File: src/shared/ppp_defs.svh
// register offsets, reset values and pin positions of the pin port
`ifndef PPP_DEFS_SVH
`define PPP_DEFS_SVH

`define PPP_ADDR_W 8
`define PPP_HALF_W 16
`define PPP_PIN_N 32

`define PPP_OFF_MODE_LOW 8'h70
`define PPP_OFF_DIR_LOW 8'h72
`define PPP_OFF_DATA_LOW 8'h74
`define PPP_OFF_MODE_HIGH 8'h76
`define PPP_OFF_DIR_HIGH 8'h78
`define PPP_OFF_DATA_HIGH 8'h7A

`define PPP_RST_DIR_LOW 16'hFC0F
`define PPP_RST_DIR_HIGH 16'hFFFF
`define PPP_RST_MODE 16'h0000
`define PPP_RST_RDATA 16'h0000

// emulator pins 26 and 29, as bits 10 and 13 of the high half
`define PPP_EMU_MASK_HIGH 16'h2400
`define PPP_PULL_DOWN_PIN 1

`endif

File: src/shared/ppp_pkg.sv
// types shared by the pin port design
package ppp_pkg;
    // encoding is {mode bit, direction bit}
    typedef enum logic [1:0] {
        FUNC_NORMAL = 2'h0,
        FUNC_IN_PULL = 2'h1,
        FUNC_OUT = 2'h2,
        FUNC_IN_NOPULL = 2'h3
    } ppp_func_t;
endpackage

File: src/design/ppp_pin_sync.sv
// three-stage synchroniser with agreement filter for pin inputs
`timescale 1ns/1ns
module ppp_pin_sync #(
    parameter int WIDTH = 33
) (
    // clock
    input wire logic clk,
    // asynchronous levels in, filtered levels out
    input wire logic [WIDTH-1:0] asyncIn,
    output logic [WIDTH-1:0] syncOut
);
    logic [WIDTH-1:0] stage1_ff;
    logic [WIDTH-1:0] stage2_ff;
    logic [WIDTH-1:0] stage3_ff;
    logic [WIDTH-1:0] level_ff;

    // no reset: the strap must be seen while reset is held
    always_ff @(posedge clk) begin
        stage1_ff <= asyncIn;
        stage2_ff <= stage1_ff;
        stage3_ff <= stage2_ff;
    end

    // a change counts once stages two and three agree
    always_ff @(posedge clk) begin
        for (int i = 0; i < WIDTH; i++) begin
            if (stage2_ff[i] == stage3_ff[i]) begin
                level_ff[i] <= stage3_ff[i];
            end
        end
    end

    assign syncOut = level_ff;
endmodule

File: src/design/ppp_port.sv
// 32-pin programmable port: registers, pin muxing and pull control
`timescale 1ns/1ns
`include "ppp_defs.svh"
module ppp_port (
    // clock and reset
    input wire logic clk,
    input wire logic rst,
    // register port
    input wire logic [`PPP_ADDR_W-1:0] regAddr,
    input wire logic [`PPP_HALF_W-1:0] regWrData,
    input wire logic regWrEn,
    input wire logic regRdEn,
    output logic [`PPP_HALF_W-1:0] regRdData,
    // strap, active low, sampled during reset
    input wire logic upperByteEnN,
    // device pins
    input wire logic [`PPP_PIN_N-1:0] pinIn,
    output logic [`PPP_PIN_N-1:0] pinOut,
    output logic [`PPP_PIN_N-1:0] pinOe,
    output logic [`PPP_PIN_N-1:0] pinPullUp,
    output logic [`PPP_PIN_N-1:0] pinPullDown,
    // normal-function peripheral side
    input wire logic [`PPP_PIN_N-1:0] funcOut,
    input wire logic [`PPP_PIN_N-1:0] funcOe,
    output logic [`PPP_PIN_N-1:0] funcIn
);
    logic [`PPP_HALF_W-1:0] modeLow_ff;
    logic [`PPP_HALF_W-1:0] modeHigh_ff;
    logic [`PPP_HALF_W-1:0] dirLow_ff;
    logic [`PPP_HALF_W-1:0] dirHigh_ff;
    logic [`PPP_PIN_N-1:0] data_ff;
    logic [`PPP_PIN_N-1:0] nxt_data;
    logic [`PPP_HALF_W-1:0] rdData_ff;
    logic [`PPP_HALF_W-1:0] nxt_rdData;
    logic [`PPP_PIN_N-1:0] pinOut_ff;
    logic [`PPP_PIN_N-1:0] pinOe_ff;
    logic [`PPP_PIN_N-1:0] pullUp_ff;
    logic [`PPP_PIN_N-1:0] pullDown_ff;
    logic [`PPP_PIN_N:0] syncLevel;
    logic [`PPP_PIN_N-1:0] pinLevel;
    logic strapLow;
    logic [`PPP_PIN_N-1:0] modeAll;
    logic [`PPP_PIN_N-1:0] dirAll;
    logic [`PPP_HALF_W-1:0] emuMask;
    ppp_pkg::ppp_func_t funcAll [`PPP_PIN_N];
    logic wrModeLow;
    logic wrModeHigh;
    logic wrDirLow;
    logic wrDirHigh;
    logic wrDataLow;
    logic wrDataHigh;

    function automatic ppp_pkg::ppp_func_t pinFunc(input logic m,
                                                   input logic d);
        pinFunc = ppp_pkg::ppp_func_t'({m, d});
    endfunction

    function automatic logic hit(input logic [`PPP_ADDR_W-1:0] a,
                                 input logic [`PPP_ADDR_W-1:0] off);
        hit = (a == off);
    endfunction

    // only one pin has a pull-down; all others pull up
    function automatic logic isPullDownPin(input int i);
        isPullDownPin = (i == `PPP_PULL_DOWN_PIN);
    endfunction

    // write strobe of the half that holds pin i
    function automatic logic dataWrFor(input int i,
                                       input logic wrLow,
                                       input logic wrHigh);
        dataWrFor = (i < `PPP_HALF_W) ? wrLow : wrHigh;
    endfunction

    // next data bit: an input pin's level wins over a software write
    function automatic logic dataNext(input logic dir,
                                      input logic lvl,
                                      input logic wr,
                                      input logic wbit,
                                      input logic old);
        if (dir) begin
            dataNext = lvl;
        end else if (wr) begin
            dataNext = wbit;
        end else begin
            dataNext = old;
        end
    endfunction

    // drive enable per pin function; input functions never drive
    function automatic logic oeFor(input ppp_pkg::ppp_func_t f,
                                   input logic fOe);
        oeFor = 1'b0;
        case (f)
            ppp_pkg::FUNC_NORMAL: begin
                oeFor = fOe;
            end
            ppp_pkg::FUNC_IN_PULL: begin
                oeFor = 1'b0;
            end
            ppp_pkg::FUNC_OUT: begin
                oeFor = 1'b1;
            end
            ppp_pkg::FUNC_IN_NOPULL: begin
                oeFor = 1'b0;
            end
            default: begin
                oeFor = 1'b0;
            end
        endcase
    endfunction

    // drive value per pin function; held low in the two input functions
    function automatic logic outFor(input ppp_pkg::ppp_func_t f,
                                    input logic fOut,
                                    input logic dat);
        outFor = 1'b0;
        case (f)
            ppp_pkg::FUNC_NORMAL: begin
                outFor = fOut;
            end
            ppp_pkg::FUNC_IN_PULL: begin
                outFor = 1'b0;
            end
            ppp_pkg::FUNC_OUT: begin
                outFor = dat;
            end
            ppp_pkg::FUNC_IN_NOPULL: begin
                outFor = 1'b0;
            end
            default: begin
                outFor = 1'b0;
            end
        endcase
    endfunction

    // pull-up only for a pulled input that is not the pull-down pin
    function automatic logic pullUpFor(input ppp_pkg::ppp_func_t f,
                                       input logic pd);
        pullUpFor = 1'b0;
        case (f)
            ppp_pkg::FUNC_NORMAL: begin
                pullUpFor = 1'b0;
            end
            ppp_pkg::FUNC_IN_PULL: begin
                pullUpFor = !pd;
            end
            ppp_pkg::FUNC_OUT: begin
                pullUpFor = 1'b0;
            end
            ppp_pkg::FUNC_IN_NOPULL: begin
                pullUpFor = 1'b0;
            end
            default: begin
                pullUpFor = 1'b0;
            end
        endcase
    endfunction

    // pull-down only for the pull-down pin as a pulled input
    function automatic logic pullDownFor(input ppp_pkg::ppp_func_t f,
                                         input logic pd);
        pullDownFor = 1'b0;
        case (f)
            ppp_pkg::FUNC_NORMAL: begin
                pullDownFor = 1'b0;
            end
            ppp_pkg::FUNC_IN_PULL: begin
                pullDownFor = pd;
            end
            ppp_pkg::FUNC_OUT: begin
                pullDownFor = 1'b0;
            end
            ppp_pkg::FUNC_IN_NOPULL: begin
                pullDownFor = 1'b0;
            end
            default: begin
                pullDownFor = 1'b0;
            end
        endcase
    endfunction

    ppp_pin_sync #(
        .WIDTH(`PPP_PIN_N + 1)
    ) u_sync (
        .clk(clk),
        .asyncIn({upperByteEnN, pinIn}),
        .syncOut(syncLevel)
    );

    assign pinLevel = syncLevel[`PPP_PIN_N-1:0];
    assign strapLow = ~syncLevel[`PPP_PIN_N];
    assign emuMask = strapLow ? `PPP_EMU_MASK_HIGH : `PPP_RST_MODE;
    assign modeAll = {modeHigh_ff, modeLow_ff};
    assign dirAll = {dirHigh_ff, dirLow_ff};

    // write strobes per register; unmapped offsets match none
    assign wrModeLow = regWrEn && hit(regAddr, `PPP_OFF_MODE_LOW);
    assign wrModeHigh = regWrEn && hit(regAddr, `PPP_OFF_MODE_HIGH);
    assign wrDirLow = regWrEn && hit(regAddr, `PPP_OFF_DIR_LOW);
    assign wrDirHigh = regWrEn && hit(regAddr, `PPP_OFF_DIR_HIGH);
    assign wrDataLow = regWrEn && hit(regAddr, `PPP_OFF_DATA_LOW);
    assign wrDataHigh = regWrEn && hit(regAddr, `PPP_OFF_DATA_HIGH);

    // function of every pin from its mode and direction bit
    always_comb begin
        for (int i = 0; i < `PPP_PIN_N; i++) begin
            funcAll[i] = pinFunc(modeAll[i], dirAll[i]);
        end
    end

    // mode register, low half
    always_ff @(posedge clk) begin
        if (rst) begin
            modeLow_ff <= `PPP_RST_MODE;
        end else if (wrModeLow) begin
            modeLow_ff <= regWrData;
        end
    end

    // mode register, high half
    always_ff @(posedge clk) begin
        if (rst) begin
            modeHigh_ff <= `PPP_RST_MODE;
        end else if (wrModeHigh) begin
            modeHigh_ff <= regWrData;
        end
    end

    // direction register, low half
    always_ff @(posedge clk) begin
        if (rst) begin
            dirLow_ff <= `PPP_RST_DIR_LOW;
        end else if (wrDirLow) begin
            dirLow_ff <= regWrData;
        end
    end

    // direction register, high half; strap is read while reset is held
    always_ff @(posedge clk) begin
        if (rst) begin
            dirHigh_ff <= `PPP_RST_DIR_HIGH & ~emuMask;
        end else if (wrDirHigh) begin
            dirHigh_ff <= regWrData;
        end
    end

    // data register: inputs follow the pin, others keep software value
    always_comb begin
        nxt_data = data_ff;
        for (int i = 0; i < `PPP_PIN_N; i++) begin
            nxt_data[i] = dataNext(dirAll[i],
                                   pinLevel[i],
                                   dataWrFor(i, wrDataLow, wrDataHigh),
                                   regWrData[i % `PPP_HALF_W],
                                   data_ff[i]);
        end
    end

    // undefined after reset until written or loaded
    always_ff @(posedge clk) begin
        data_ff <= nxt_data;
    end

    // read port; unmapped addresses read zero
    always_comb begin
        nxt_rdData = `PPP_RST_RDATA;
        case (regAddr)
            `PPP_OFF_MODE_LOW: nxt_rdData = modeLow_ff;
            `PPP_OFF_MODE_HIGH: nxt_rdData = modeHigh_ff;
            `PPP_OFF_DIR_LOW: nxt_rdData = dirLow_ff;
            `PPP_OFF_DIR_HIGH: nxt_rdData = dirHigh_ff;
            `PPP_OFF_DATA_LOW: nxt_rdData = data_ff[`PPP_HALF_W-1:0];
            `PPP_OFF_DATA_HIGH:
                nxt_rdData = data_ff[`PPP_PIN_N-1:`PPP_HALF_W];
            default: nxt_rdData = `PPP_RST_RDATA;
        endcase
    end

    always_ff @(posedge clk) begin
        if (rst) begin
            rdData_ff <= `PPP_RST_RDATA;
        end else if (regRdEn) begin
            rdData_ff <= nxt_rdData;
        end else begin
            rdData_ff <= `PPP_RST_RDATA;
        end
    end

    // pin drive value, registered so pins never glitch on decode
    always_ff @(posedge clk) begin
        if (rst) begin
            pinOut_ff <= '0;
        end else begin
            for (int i = 0; i < `PPP_PIN_N; i++) begin
                pinOut_ff[i] <= outFor(funcAll[i], funcOut[i], data_ff[i]);
            end
        end
    end

    // pin drive enable
    always_ff @(posedge clk) begin
        if (rst) begin
            pinOe_ff <= '0;
        end else begin
            for (int i = 0; i < `PPP_PIN_N; i++) begin
                pinOe_ff[i] <= oeFor(funcAll[i], funcOe[i]);
            end
        end
    end

    // pull-up control
    always_ff @(posedge clk) begin
        if (rst) begin
            pullUp_ff <= '0;
        end else begin
            for (int i = 0; i < `PPP_PIN_N; i++) begin
                pullUp_ff[i] <= pullUpFor(funcAll[i],
                                          isPullDownPin(i));
            end
        end
    end

    // pull-down control
    always_ff @(posedge clk) begin
        if (rst) begin
            pullDown_ff <= '0;
        end else begin
            for (int i = 0; i < `PPP_PIN_N; i++) begin
                pullDown_ff[i] <= pullDownFor(funcAll[i],
                                              isPullDownPin(i));
            end
        end
    end

    assign pinOut = pinOut_ff;
    assign pinOe = pinOe_ff;
    assign pinPullUp = pullUp_ff;
    assign pinPullDown = pullDown_ff;
    assign funcIn = pinLevel;
    assign regRdData = rdData_ff;
endmodule

File: config.mk
export PLATFORM = sky130hd
export DESIGN_NAME = ppp_port
export DESIGN_NICKNAME = d
export VERILOG_FILES = /design/src/shared/ppp_pkg.sv /design/src/design/ppp_pin_sync.sv /design/src/design/ppp_port.sv
export VERILOG_INCLUDE_DIRS = /design/src /design/src/shared
export SDC_FILE = /design/constraint.sdc
export NUM_CORES = 1
export LEC_CHECK = 0
export ABC_AREA = 0
export BUFFER_PORTS_ARGS = -buffer_cell sky130_fd_sc_hd__buf_2
export CAP_MARGIN = 5
export CORE_UTILIZATION = 45
export CTS_CLUSTER_SIZE = 24
export DETAILED_ROUTE_END_ITERATION = 8
export PLACE_DENSITY = 0.72
export SETUP_SLACK_MARGIN = 0.1
export SKIP_CTS_REPAIR_TIMING = 1
export SLEW_MARGIN = 20
export SYNTH_ARGS = -nofsm -noshare
export SYNTH_HDL_FRONTEND = slang
export SYNTH_SLANG_ARGS = --single-unit
File: constraint.sdc
create_clock -name clk -period 1.9 [get_ports clk]
set_clock_uncertainty 0.1 [all_clocks]
set_input_delay 0.285 -clock clk [delete_from_list [all_inputs] [get_ports clk]]
set_output_delay 0.285 -clock clk [all_outputs]
set_load 0.02 [all_outputs]
==> metrics.md, run 1 <==
| Metric | Value |
|---|---|
| Status | `finished with violations` |
| Failing checks | `negative hold slack` |
| Drt total wl | `30.3 mm` |
| DR WL met2 | `14.6 mm` |
| CTS max path bufs | `3` |
| Leak Pwr | `6.37 nW` |
| First-pass GRT wire length | `43.9 mm` |
| Pre-CTS setup slack | `-0.000950 ns` |
| Met3 Routed Length | `2.24 mm` |
| Hold Crit Class | `primary input to flip-flop` |
| CP endpoint kind | `output port` |
| WP data arrival | `1.15 ns` |
| Hold Crit Start | `funcOut[26]` |
| Nets | `1459` |
| Post-route clock period utilization | `0.810` |
| Net Sw Frac | `0.228` |
| CP max stage cell | `edfxtp_1` |
| Max Fclk | `0.650 GHz` |
| HPWL Detailed | `21.3 mm` |
| P_sw | `3.61 mW` |
| Area of the die | `26800 sq um` |
| FILL cells | `2022` |
| Syn Area/Cell | `12.0 sq um` |
| Top_reg_cell synth | `dfxtp_1` |
| Final ANT Viol Nets | `0` |
| Wire length per cell | `17.9 um` |
| Clock Pin Slew Worst Setup and Hold Paths | `0.06 ns` |
| Post-Place Cells | `1541` |
| Fin. Hold Viols | `17` |
| FF-to-FF Start | `dirHigh_ff[11]` |
| Initial antenna violation count | `2` |
| Port bufs | `268` |
| Die Y | `164 um` |
| Worst VDD drop | `0.796 mV` |
| TritonCTS clock tree | `built` |
| Clk pwr share | `0.422` |
| First-pass DRT Iterations | `4` |
| CTS root buf | `clkbuf_16` |
| CP Launch Type | `flip-flop` |
| Total CTS buffers | `36` |
| Worst path max stage delay | `0.45 ns` |
| Worst Path Required | `1.51 ns` |
| Die width | `164 um` |
| Yosys reg bits | `340` |
| Max-slew headroom | `0.656` |
| Vias per inst | `5.01` |
| Internal power | `12.3 mW` |
| Comb power frac | `0.076` |
| Clk_lat worst skew | `0.51 ns` |
| Ys Warns | `0` |
| Area growth syn-to-layout | `30.0%` |
| Crit. Startpoint | `u_sync.syncOut[2]` |
| Top cells by area, synth | `dfxtp_1, edfxtp_1, mux2i_1` |
| Distinct cells, synth | `49` |
| Most numerous cell in the Yosys netlist | `dfxtp_1` |
| 1st-iter DRT viols | `472` |
| Minimum hold slack | `-0.0373 ns` |
| Post-synthesis sequential area ratio | `0.647` |
| RSZ-0062 raised after global routing | `false` |
| DR top layer | `met5` |
| Vias | `8472` |
| Leading area contributor after synthesis | `dfxtp_1` |
| Total power | `15.9 mW` |
| Final setup fails | `0` |
| Core Rows | `58` |
| Core ar. | `25400 sq um` |
| Reg power frac | `0.502` |
| Drt drc | `0` |
| Setup WS post-layout | `0.361 ns` |
| Fin cells | `1691` |
| Largest net degree at the start of global routing | `85` |
| Final setup TNS | `0 ns` |
| Critical path class | `flip-flop to output port` |
| TritonCTS Sinks | `340` |
| Fraction of registers with async set/reset | `0` |
| Synth top cells by count | `dfxtp_1, edfxtp_1, nand2_1, nor3_1, buf_4` |
| Cells after Synth | `977` |
| Vias in the first global route | `7897` |
| Max-Cap Viols | `0` |
| Final GP Congestion | `0.855` |
| Grt total ovfl | `0` |
| H-tree levels | `2` |
| CP delay by family, top | `flip-flops` |
| EDFF count, synth | `81` |
| Critical path, cell by cell | `buf_2` |
| Final Critical Period | `1.54 ns` |
| Met1 WL | `12.6 mm` |
| Post-synth top area share | `0.440` |
| Critical Path Fanout Max | `2` |
| Fraction of layout cells with a size suffix above 1 | `0.313` |
| Worst-margin pin slew | `0.516 ns` |
| Total GRT Usage | `0.217` |
| Mapped Area | `11800 sq um` |
| Initial Util | `0.463` |
| Critical path buffer and inverter count | `1` |
| Slew Limit Fails | `0` |
| Cell area power density | `1040 nW/um^2` |
| # IOs | `301` |
-- power by group through the flow --
| stage | logic (mW) | clock network (mW) | registers (mW) |
|---|---|---|---|
| 4_1_cts | 1.07 | 6.85 | 7.97 |
| 6_report | 1.21 | 6.69 | 7.97 |
| 2_1_floorplan | 0.663 | 0 | 8.15 |
| 3_5_place_dp | 1.06 | 0 | 8.13 |
| 5_1_grt | 1.29 | 7.13 | 8.01 |
| 3_3_place_gp | 1.04 | 0 | 8.12 |
-- state kept, by name (all words and copies together) (netlist names) --
name,cells
pinPullUp,31
u_sync.stage1_ff,33
modeLow_ff,16
u_sync.stage3_ff,33
pinOut,32
dirHigh_ff,16
dirLow_ff,16
regRdData,16
modeHigh_ff,16
u_sync.stage2_ff,33
pinPullDown,1
data_ff,32
u_sync.syncOut,33
pinOe,32
-- path summary, 6_finish.rpt --
check             slack [ns]  depth (start not counted)              endpoint
setup / recovery        0.36                          1             funcIn[2]
hold / removal         -0.04                          3            pinOut[26]
setup reg to reg        0.51                          3         regRdData[11]
hold reg to reg         0.22                          0  u_sync.stage2_ff[19]
-- cell usage in the layout, fill, tap and decap left out, types with 18 or more instances in the layout --
cell type	n
nor3b_1	32
nand2_1	73
dfxtp_1	259
nor2_1	58
clkbuf_16	38
mux2i_1	56
a21oi_1	47
or2_2	21
mux2_2	30
conb_1	32
dlygate4sd3_1	85
buf_2	267
nand2b_1	18
buf_4	39
nor3_1	72
xnor2_1	33
edfxtp_1	81
-- kinds of logic (layout without fill, tap and decap cells) --
kind of cell | Yosys count | after routing | share of synthesized area
other | 1 | 33 | 0.000319
AND/OR/NAND/NOR | 308 | 308 | 0.137
buffers and inverters | 117 | 469 | 0.0610
AO/OA/AOI/OAI | 88 | 88 | 0.0461
multiplexers | 90 | 90 | 0.0840
flip-flops | 340 | 340 | 0.647
XOR/XNOR | 33 | 33 | 0.0246
-- through the flow --
step,cell area (sq um),hold slack (ns),utilization
finish,15300,-0.0373,0.602
floorplan,11900,0.210,-
CTS,14400,-0.246,0.569
detailed placement,13300,0.212,0.524
global placement,13300,0.210,0.524
global route,15300,-0.000207,0.602
-- per-layer routing --
metal  global-route usage  vias to the layer above
met2                0.365                      335
met3               0.0538                       67
met4               0.0766                        4
met5                    0                        -
met1                0.272                     4056
li1                     -                     4010
-- area by class of cell --
type | instances | area [sq um] | share of cell area
Multi-Input combinational cell | 551 | 3570 | 0.233
Inverter | 12 | 45.0 | 0.00294
Antenna cell | 1 | 2.50 | 0.000164
Clock buffer | 51 | 1030 | 0.0673
Sequential cell | 340 | 7620 | 0.498
Tap cell | 330 | 413 | 0.0270
Clock inverter | 13 | 106 | 0.00695
Timing Repair Buffer | 393 | 2520 | 0.165
No activity file was read; power rests on OpenSTA's default activity.
==> inputs of run 2 (changes only) <==
clock period = 1.3 ns   (was 1.9 ns; I/O delays follow)
==> run 2 against run 1 <==
Critical path type unchanged. Sequential power grew 47%. The run ends with negative setup slack left. Utilization is 9.3 points higher. Critical path depth did not move. Highest routed layer is now met4. Global-route usage decreased by 0.39 points. Register-to-register slack worse by 0.50 ns. Via count increased by 8.7%.
==> metrics.md, run 2 (synthesis results as in run 1) <==
| Metric | Value |
|---|---|
| Critical path buffer and inverter count | `1 (unchanged)` |
| CTS max path bufs | `3 (unchanged)` |
| Final setup fails | `32 (+32)` |
| Critical Path Fanout Max | `2 (unchanged)` |
| Setup WS post-layout | `-0.117 ns (-0.477 ns)` |
| Hold Crit Start | `regRdEn` |
| Clk_lat worst skew | `0.51 ns (about the same)` |
| Worst path max stage delay | `0.43 ns (-0.02 ns)` |
| Wire length per cell | `19.0 um (+6.1%)` |
| Vias | `9206 (+8.7%)` |
| WP data arrival | `1.12 ns (-0.03 ns)` |
| RSZ-0062 raised after global routing | `true` |
| Port bufs | `268 (unchanged)` |
| CP Launch Type | `flip-flop` |
| Area of the die | `26800 sq um (unchanged)` |
| Initial Util | `0.463 (unchanged)` |
| Total CTS buffers | `35 (-2.8%)` |
| First-pass DRT Iterations | `5 (+1)` |
| CP max stage cell | `edfxtp_1` |
| Clock Pin Slew Worst Setup and Hold Paths | `0.06 ns (about the same)` |
| 1st-iter DRT viols | `649 (+38%)` |
| Die width | `164 um (unchanged)` |
| Post-Place Cells | `1604 (+4.1%)` |
| Final ANT Viol Nets | `0 (unchanged)` |
| TritonCTS clock tree | `built` |
| Failing checks | `negative setup slack` |
| Final Cell Area | `17700 sq um (+15%)` |
| Final Critical Period | `1.42 ns` |
| # IOs | `301 (unchanged)` |
| CP endpoint kind | `output port` |
| Final GP Congestion | `0.820 (-4.1%)` |
| Critical path, cell by cell | `buf_2` |
| Minimum hold slack | `0.0615 ns (+0.0989 ns)` |
| Total GRT Usage | `0.214 (-0.00394)` |
| Critical Path Stages | `1 (unchanged)` |
| First-pass GRT wire length | `43.6 mm (-0.55%)` |
| Worst Path Required | `1.00 ns (-0.51 ns)` |
| H-tree levels | `2 (unchanged)` |
| FF-to-FF Start | `data_ff[27]` |
| Vias in the first global route | `8017 (+1.5%)` |
| CP delay by family, top | `flip-flops` |
| TritonCTS Sinks | `340 (unchanged)` |
| Critical path class | `flip-flop to output port` |
| Fin. Hold Viols | `0 (-17)` |
| Slew Limit Fails | `0 (unchanged)` |
| Max-Cap Viols | `0 (unchanged)` |
| Worst VDD drop | `0.985 mV (+24%)` |
| Commonest cells after routing, fill and taps aside | `buf_6, dfxtp_1, buf_2` |
| Largest net degree at the start of global routing | `46 (-46%)` |
| Post-Place Cell Area | `13900 sq um (+4.4%)` |
| Nets | `1582 (+8.4%)` |
| Cell area power density | `1390 nW/um^2 (+34%)` |
| Die Y | `164 um (unchanged)` |
| Fin cells | `1814 (+7.3%)` |
| Drt total wl | `34.5 mm (+14%)` |
| HPWL Detailed | `21.3 mm (+0.10%)` |
| Area growth syn-to-layout | `50.0%` |
| Commonest non-fill, non-tap cell in the layout | `buf_6` |
| Core ar. | `25400 sq um (unchanged)` |
| Hold Crit Class | `primary input to flip-flop` |
| Drt drc | `0 (unchanged)` |
| Hold Crit Depth | `4 (+1)` |
| Post-route clock period utilization | `1.09` |
| Vias per inst | `5.07 (+1.3%)` |
| Pre-CTS setup slack | `-0.374 ns (-0.373 ns)` |
| Status | `finished with violations` |
| Grt total ovfl | `0 (unchanged)` |
| Register-to-Register Path Depth | `3 (unchanged)` |
| Crit. Startpoint | `u_sync.syncOut[17]` |
| Leak Pwr | `7.29 nW (+14%)` |
| Fraction of layout cells with a size suffix above 1 | `0.450 (+0.137)` |
| CTS root buf | `clkbuf_16` |
| Initial antenna violation count | `2 (unchanged)` |
| Core Rows | `58 (unchanged)` |
| Max Fclk | `0.706 GHz` |
==> run 2: stage by stage <==
stage	total power [mW]	util	TNS, ns
2_1_floorplan	12.9	-	-15.65
3_3_place_gp	13.5	0.547	-33.29
3_5_place_dp	13.6	0.547	-35.28
4_1_cts	24.0	0.596	-3.50
5_1_grt	25.4	0.695	-3.42
6_report	24.6	0.695	-2.19
==> run 2: final cells by class <==
cell class | instances | area [sq um]
well taps | 330 | 413
multi-input cells | 551 | 3710
diodes | 1 | 2.50
flip-flops and latches | 340 | 7760
inverters | 12 | 45.0
repair buffers | 517 | 4500
clock inverters | 16 | 169
clock buffers | 47 | 1060
fillers | 1709 | 7750
==> run 2: where the power goes <==
part / internal, mW / total [mW] / leakage, nW / switching [mW]
registers: 11.4 / 11.7 / 2.98 / 0.304
clock network: 6.35 / 10.5 / 0.608 / 4.15
logic: 1.30 / 2.43 / 3.70 / 1.13
==> run 2: worst paths after layout <==
| check | endpoint | slack, ns |
|---|---|---|
| max | funcIn[17] | -0.12 |
| min | regRdData[14] | 0.06 |
| max reg2reg | regRdData[11] | 0.01 |
| min reg2reg | u_sync.stage2_ff[13] | 0.22 |
==> run 2: per-layer routing <==
metal,vias to the layer above,track usage,part of all wire
met1,4455,0.286,0.40
li1,4262,-,-
met3,62,0.0485,0.075
met2,427,0.344,0.50
met5,-,0,0
met4,0,0.0627,0.025
==> inputs of run 3 (changes only) <==
CORE_MARGIN = 2   (was unset)
==> run 3 against run 2 <==
Non-clock buffer count grew 1. Critical path type unchanged. Setup slack gained 0.019 ns. Largest cell class unchanged. The flow still finishes with violations (negative setup slack). Die area grew 2.5%.
==> metrics.md, run 3 (synthesis results as in run 1) <==
| Metric | Value |
|---|---|
| CP delay by family, top | `flip-flops` |
| Total GRT Usage | `0.213 (-0.000975)` |
| Vias | `9194 (-0.13%)` |
| # IOs | `301 (unchanged)` |
| Commonest cells after routing, fill and taps aside | `buf_6, dfxtp_1, buf_2` |
| Comb power frac | `0.098 (about the same)` |
| Final GP Congestion | `0.832 (+1.4%)` |
| Initial antenna violation count | `1 (-1)` |
| Minimum hold slack | `0.0484 ns (-0.0132 ns)` |
| Failing checks | `negative setup slack` |
| Drt drc | `0 (unchanged)` |
| Max Fclk | `0.716 GHz (+1.4%)` |
| Final Cell Area | `17600 sq um (about the same)` |
| Worst Path Required | `1.00 ns (about the same)` |
| Worst VDD drop | `1.02 mV (+3.4%)` |
| Post-route clock period utilization | `1.07 (-0.0150)` |
| CP endpoint kind | `output port` |
| Vias per inst | `5.05 (-0.57%)` |
| First-pass DRT Iterations | `5 (unchanged)` |
| CTS max path bufs | `3 (unchanged)` |
| Clk pwr share | `0.424 (-0.003)` |
| Final Critical Period | `1.40 ns (-0.0195 ns)` |
| CP max stage cell | `edfxtp_1` |
| Grt total ovfl | `0 (unchanged)` |
| H-tree levels | `2 (unchanged)` |
| Area growth syn-to-layout | `49.9% (about the same)` |
| CTS root buf | `clkbuf_16` |
| Post-Place Cells | `1612 (+0.50%)` |
| Area of the die | `27500 sq um (+2.5%)` |
| Final setup TNS | `-2.20 ns (-0.0134 ns)` |
| Vias in the first global route | `8234 (+2.7%)` |
| Largest net degree at the start of global routing | `48 (+4.3%)` |
| Fin cells | `1822 (+0.44%)` |
| Critical Path Fanout Max | `2 (unchanged)` |
| Net Sw Frac | `0.229 (+0.00191)` |
| Fin. Hold Viols | `0 (unchanged)` |
| First-pass GRT wire length | `46.0 mm (+5.4%)` |
| Hold Crit Class | `primary input to flip-flop` |
| Final core utilization | `0.683 (-0.0119)` |
| Setup WS post-layout | `-0.0970 ns (+0.0195 ns)` |
| Die width | `166 um (+1.2%)` |
| Final setup fails | `34 (+6.3%)` |
| Port bufs | `268 (unchanged)` |
| Wire length per cell | `18.8 um (-1.2%)` |
| Critical path, cell by cell | `buf_6` |
| Clk_lat worst skew | `0.51 ns (about the same)` |
| RSZ-0062 raised after global routing | `true` |
| Commonest non-fill, non-tap cell in the layout | `buf_6` |
| Initial Util | `0.456 (-0.00786)` |
| TritonCTS clock tree | `built` |
| Worst path max stage delay | `0.43 ns (about the same)` |
| Die Y | `166 um (+1.2%)` |
| Critical path buffer and inverter count | `1 (unchanged)` |
| FILL cells | `1817 (+6.3%)` |
| WP data arrival | `1.10 ns (-0.02 ns)` |
| Final ANT Viol Nets | `0 (unchanged)` |
| Critical path class | `flip-flop to output port` |
| Fraction of layout cells with a size suffix above 1 | `0.453 (+0.00343)` |
| Drt total wl | `34.2 mm (-0.81%)` |
| Cell area power density | `1380 nW/um^2 (-0.67%)` |
| Reg power frac | `0.478 (+0.003)` |
| TritonCTS Sinks | `340 (unchanged)` |
| Total power | `24.4 mW (-0.69%)` |
| Leak Pwr | `7.28 nW (-0.15%)` |
| P_sw | `5.60 mW (+0.14%)` |
| CP Launch Type | `flip-flop` |
| Post-Place Cell Area | `13900 sq um (about the same)` |
| Pre-CTS setup slack | `-0.461 ns (-0.0869 ns)` |
| Internal power | `18.8 mW (-0.94%)` |
| Core Rows | `59 (+1.7%)` |
| Status | `finished with violations` |
| Slew Limit Fails | `0 (unchanged)` |
| HPWL Detailed | `21.9 mm (+2.9%)` |
| Total CTS buffers | `36 (+2.9%)` |
| Core ar. | `25800 sq um (+1.7%)` |
| Clock Pin Slew Worst Setup and Hold Paths | `0.06 ns (about the same)` |
| Max-Cap Viols | `0 (unchanged)` |
| 1st-iter DRT viols | `675 (+4.0%)` |
| Nets | `1584 (+0.13%)` |
run 3: changes by cell type in the layout (fill, tap and decap cells not counted), moves of 2 or more:
cell       delta
bufinv_16     -3
clkbuf_16     +3
clkinv_2      -2
dfxtp_2       -2
buf_2         +4
dfxtp_1       +2
nand2_1       -2
nand2_2       +2
buf_4         -3
buf_6         +2
a21oi_2       +5
a21oi_1       -5
buf_12        -3
run 3: metal layers:
metal	GRT usage	vias up	wire length (um)
met1	0.274	4424	13600
met3	0.0520	89	2520
met2	0.354	423	17000
met5	0	-	0
met4	0.0692	0	1100
li1	-	4258	-
run 3: final cells by class:
type                    count  area, sq um  area share
repair buffers            518         4460       0.253
inverters                  12         45.0     0.00255
multi-input cells         551         3730       0.212
diodes                      2         5.00    0.000284
clock buffers              52         1150      0.0651
clock inverters            12         76.3     0.00432
well taps                 335          419      0.0237
flip-flops and latches    340         7760       0.440
run 3: power by group through the flow:
stage	Sequential [mW]	Clock [mW]	Combinational [mW]
2_1_floorplan	11.9	0	0.997
4_1_cts	11.6	10.5	1.74
3_5_place_dp	11.8	0	1.73
5_1_grt	11.7	10.9	2.54
3_3_place_gp	11.8	0	1.70
6_report	11.7	10.4	2.40
run 3: path summary, 6_finish.rpt:
path / startpoint / end / slack [ns] / cells after the start
setup / recovery: u_sync.syncOut[8] / funcIn[8] / -0.1 / 1
hold / removal: regAddr[2] / regRdData[14] / 0.05 / 4
setup reg to reg: data_ff[31] / regRdData[15] / -0.01 / 3
hold reg to reg: u_sync.stage1_ff[4] / u_sync.stage2_ff[4] / 0.23 / 0
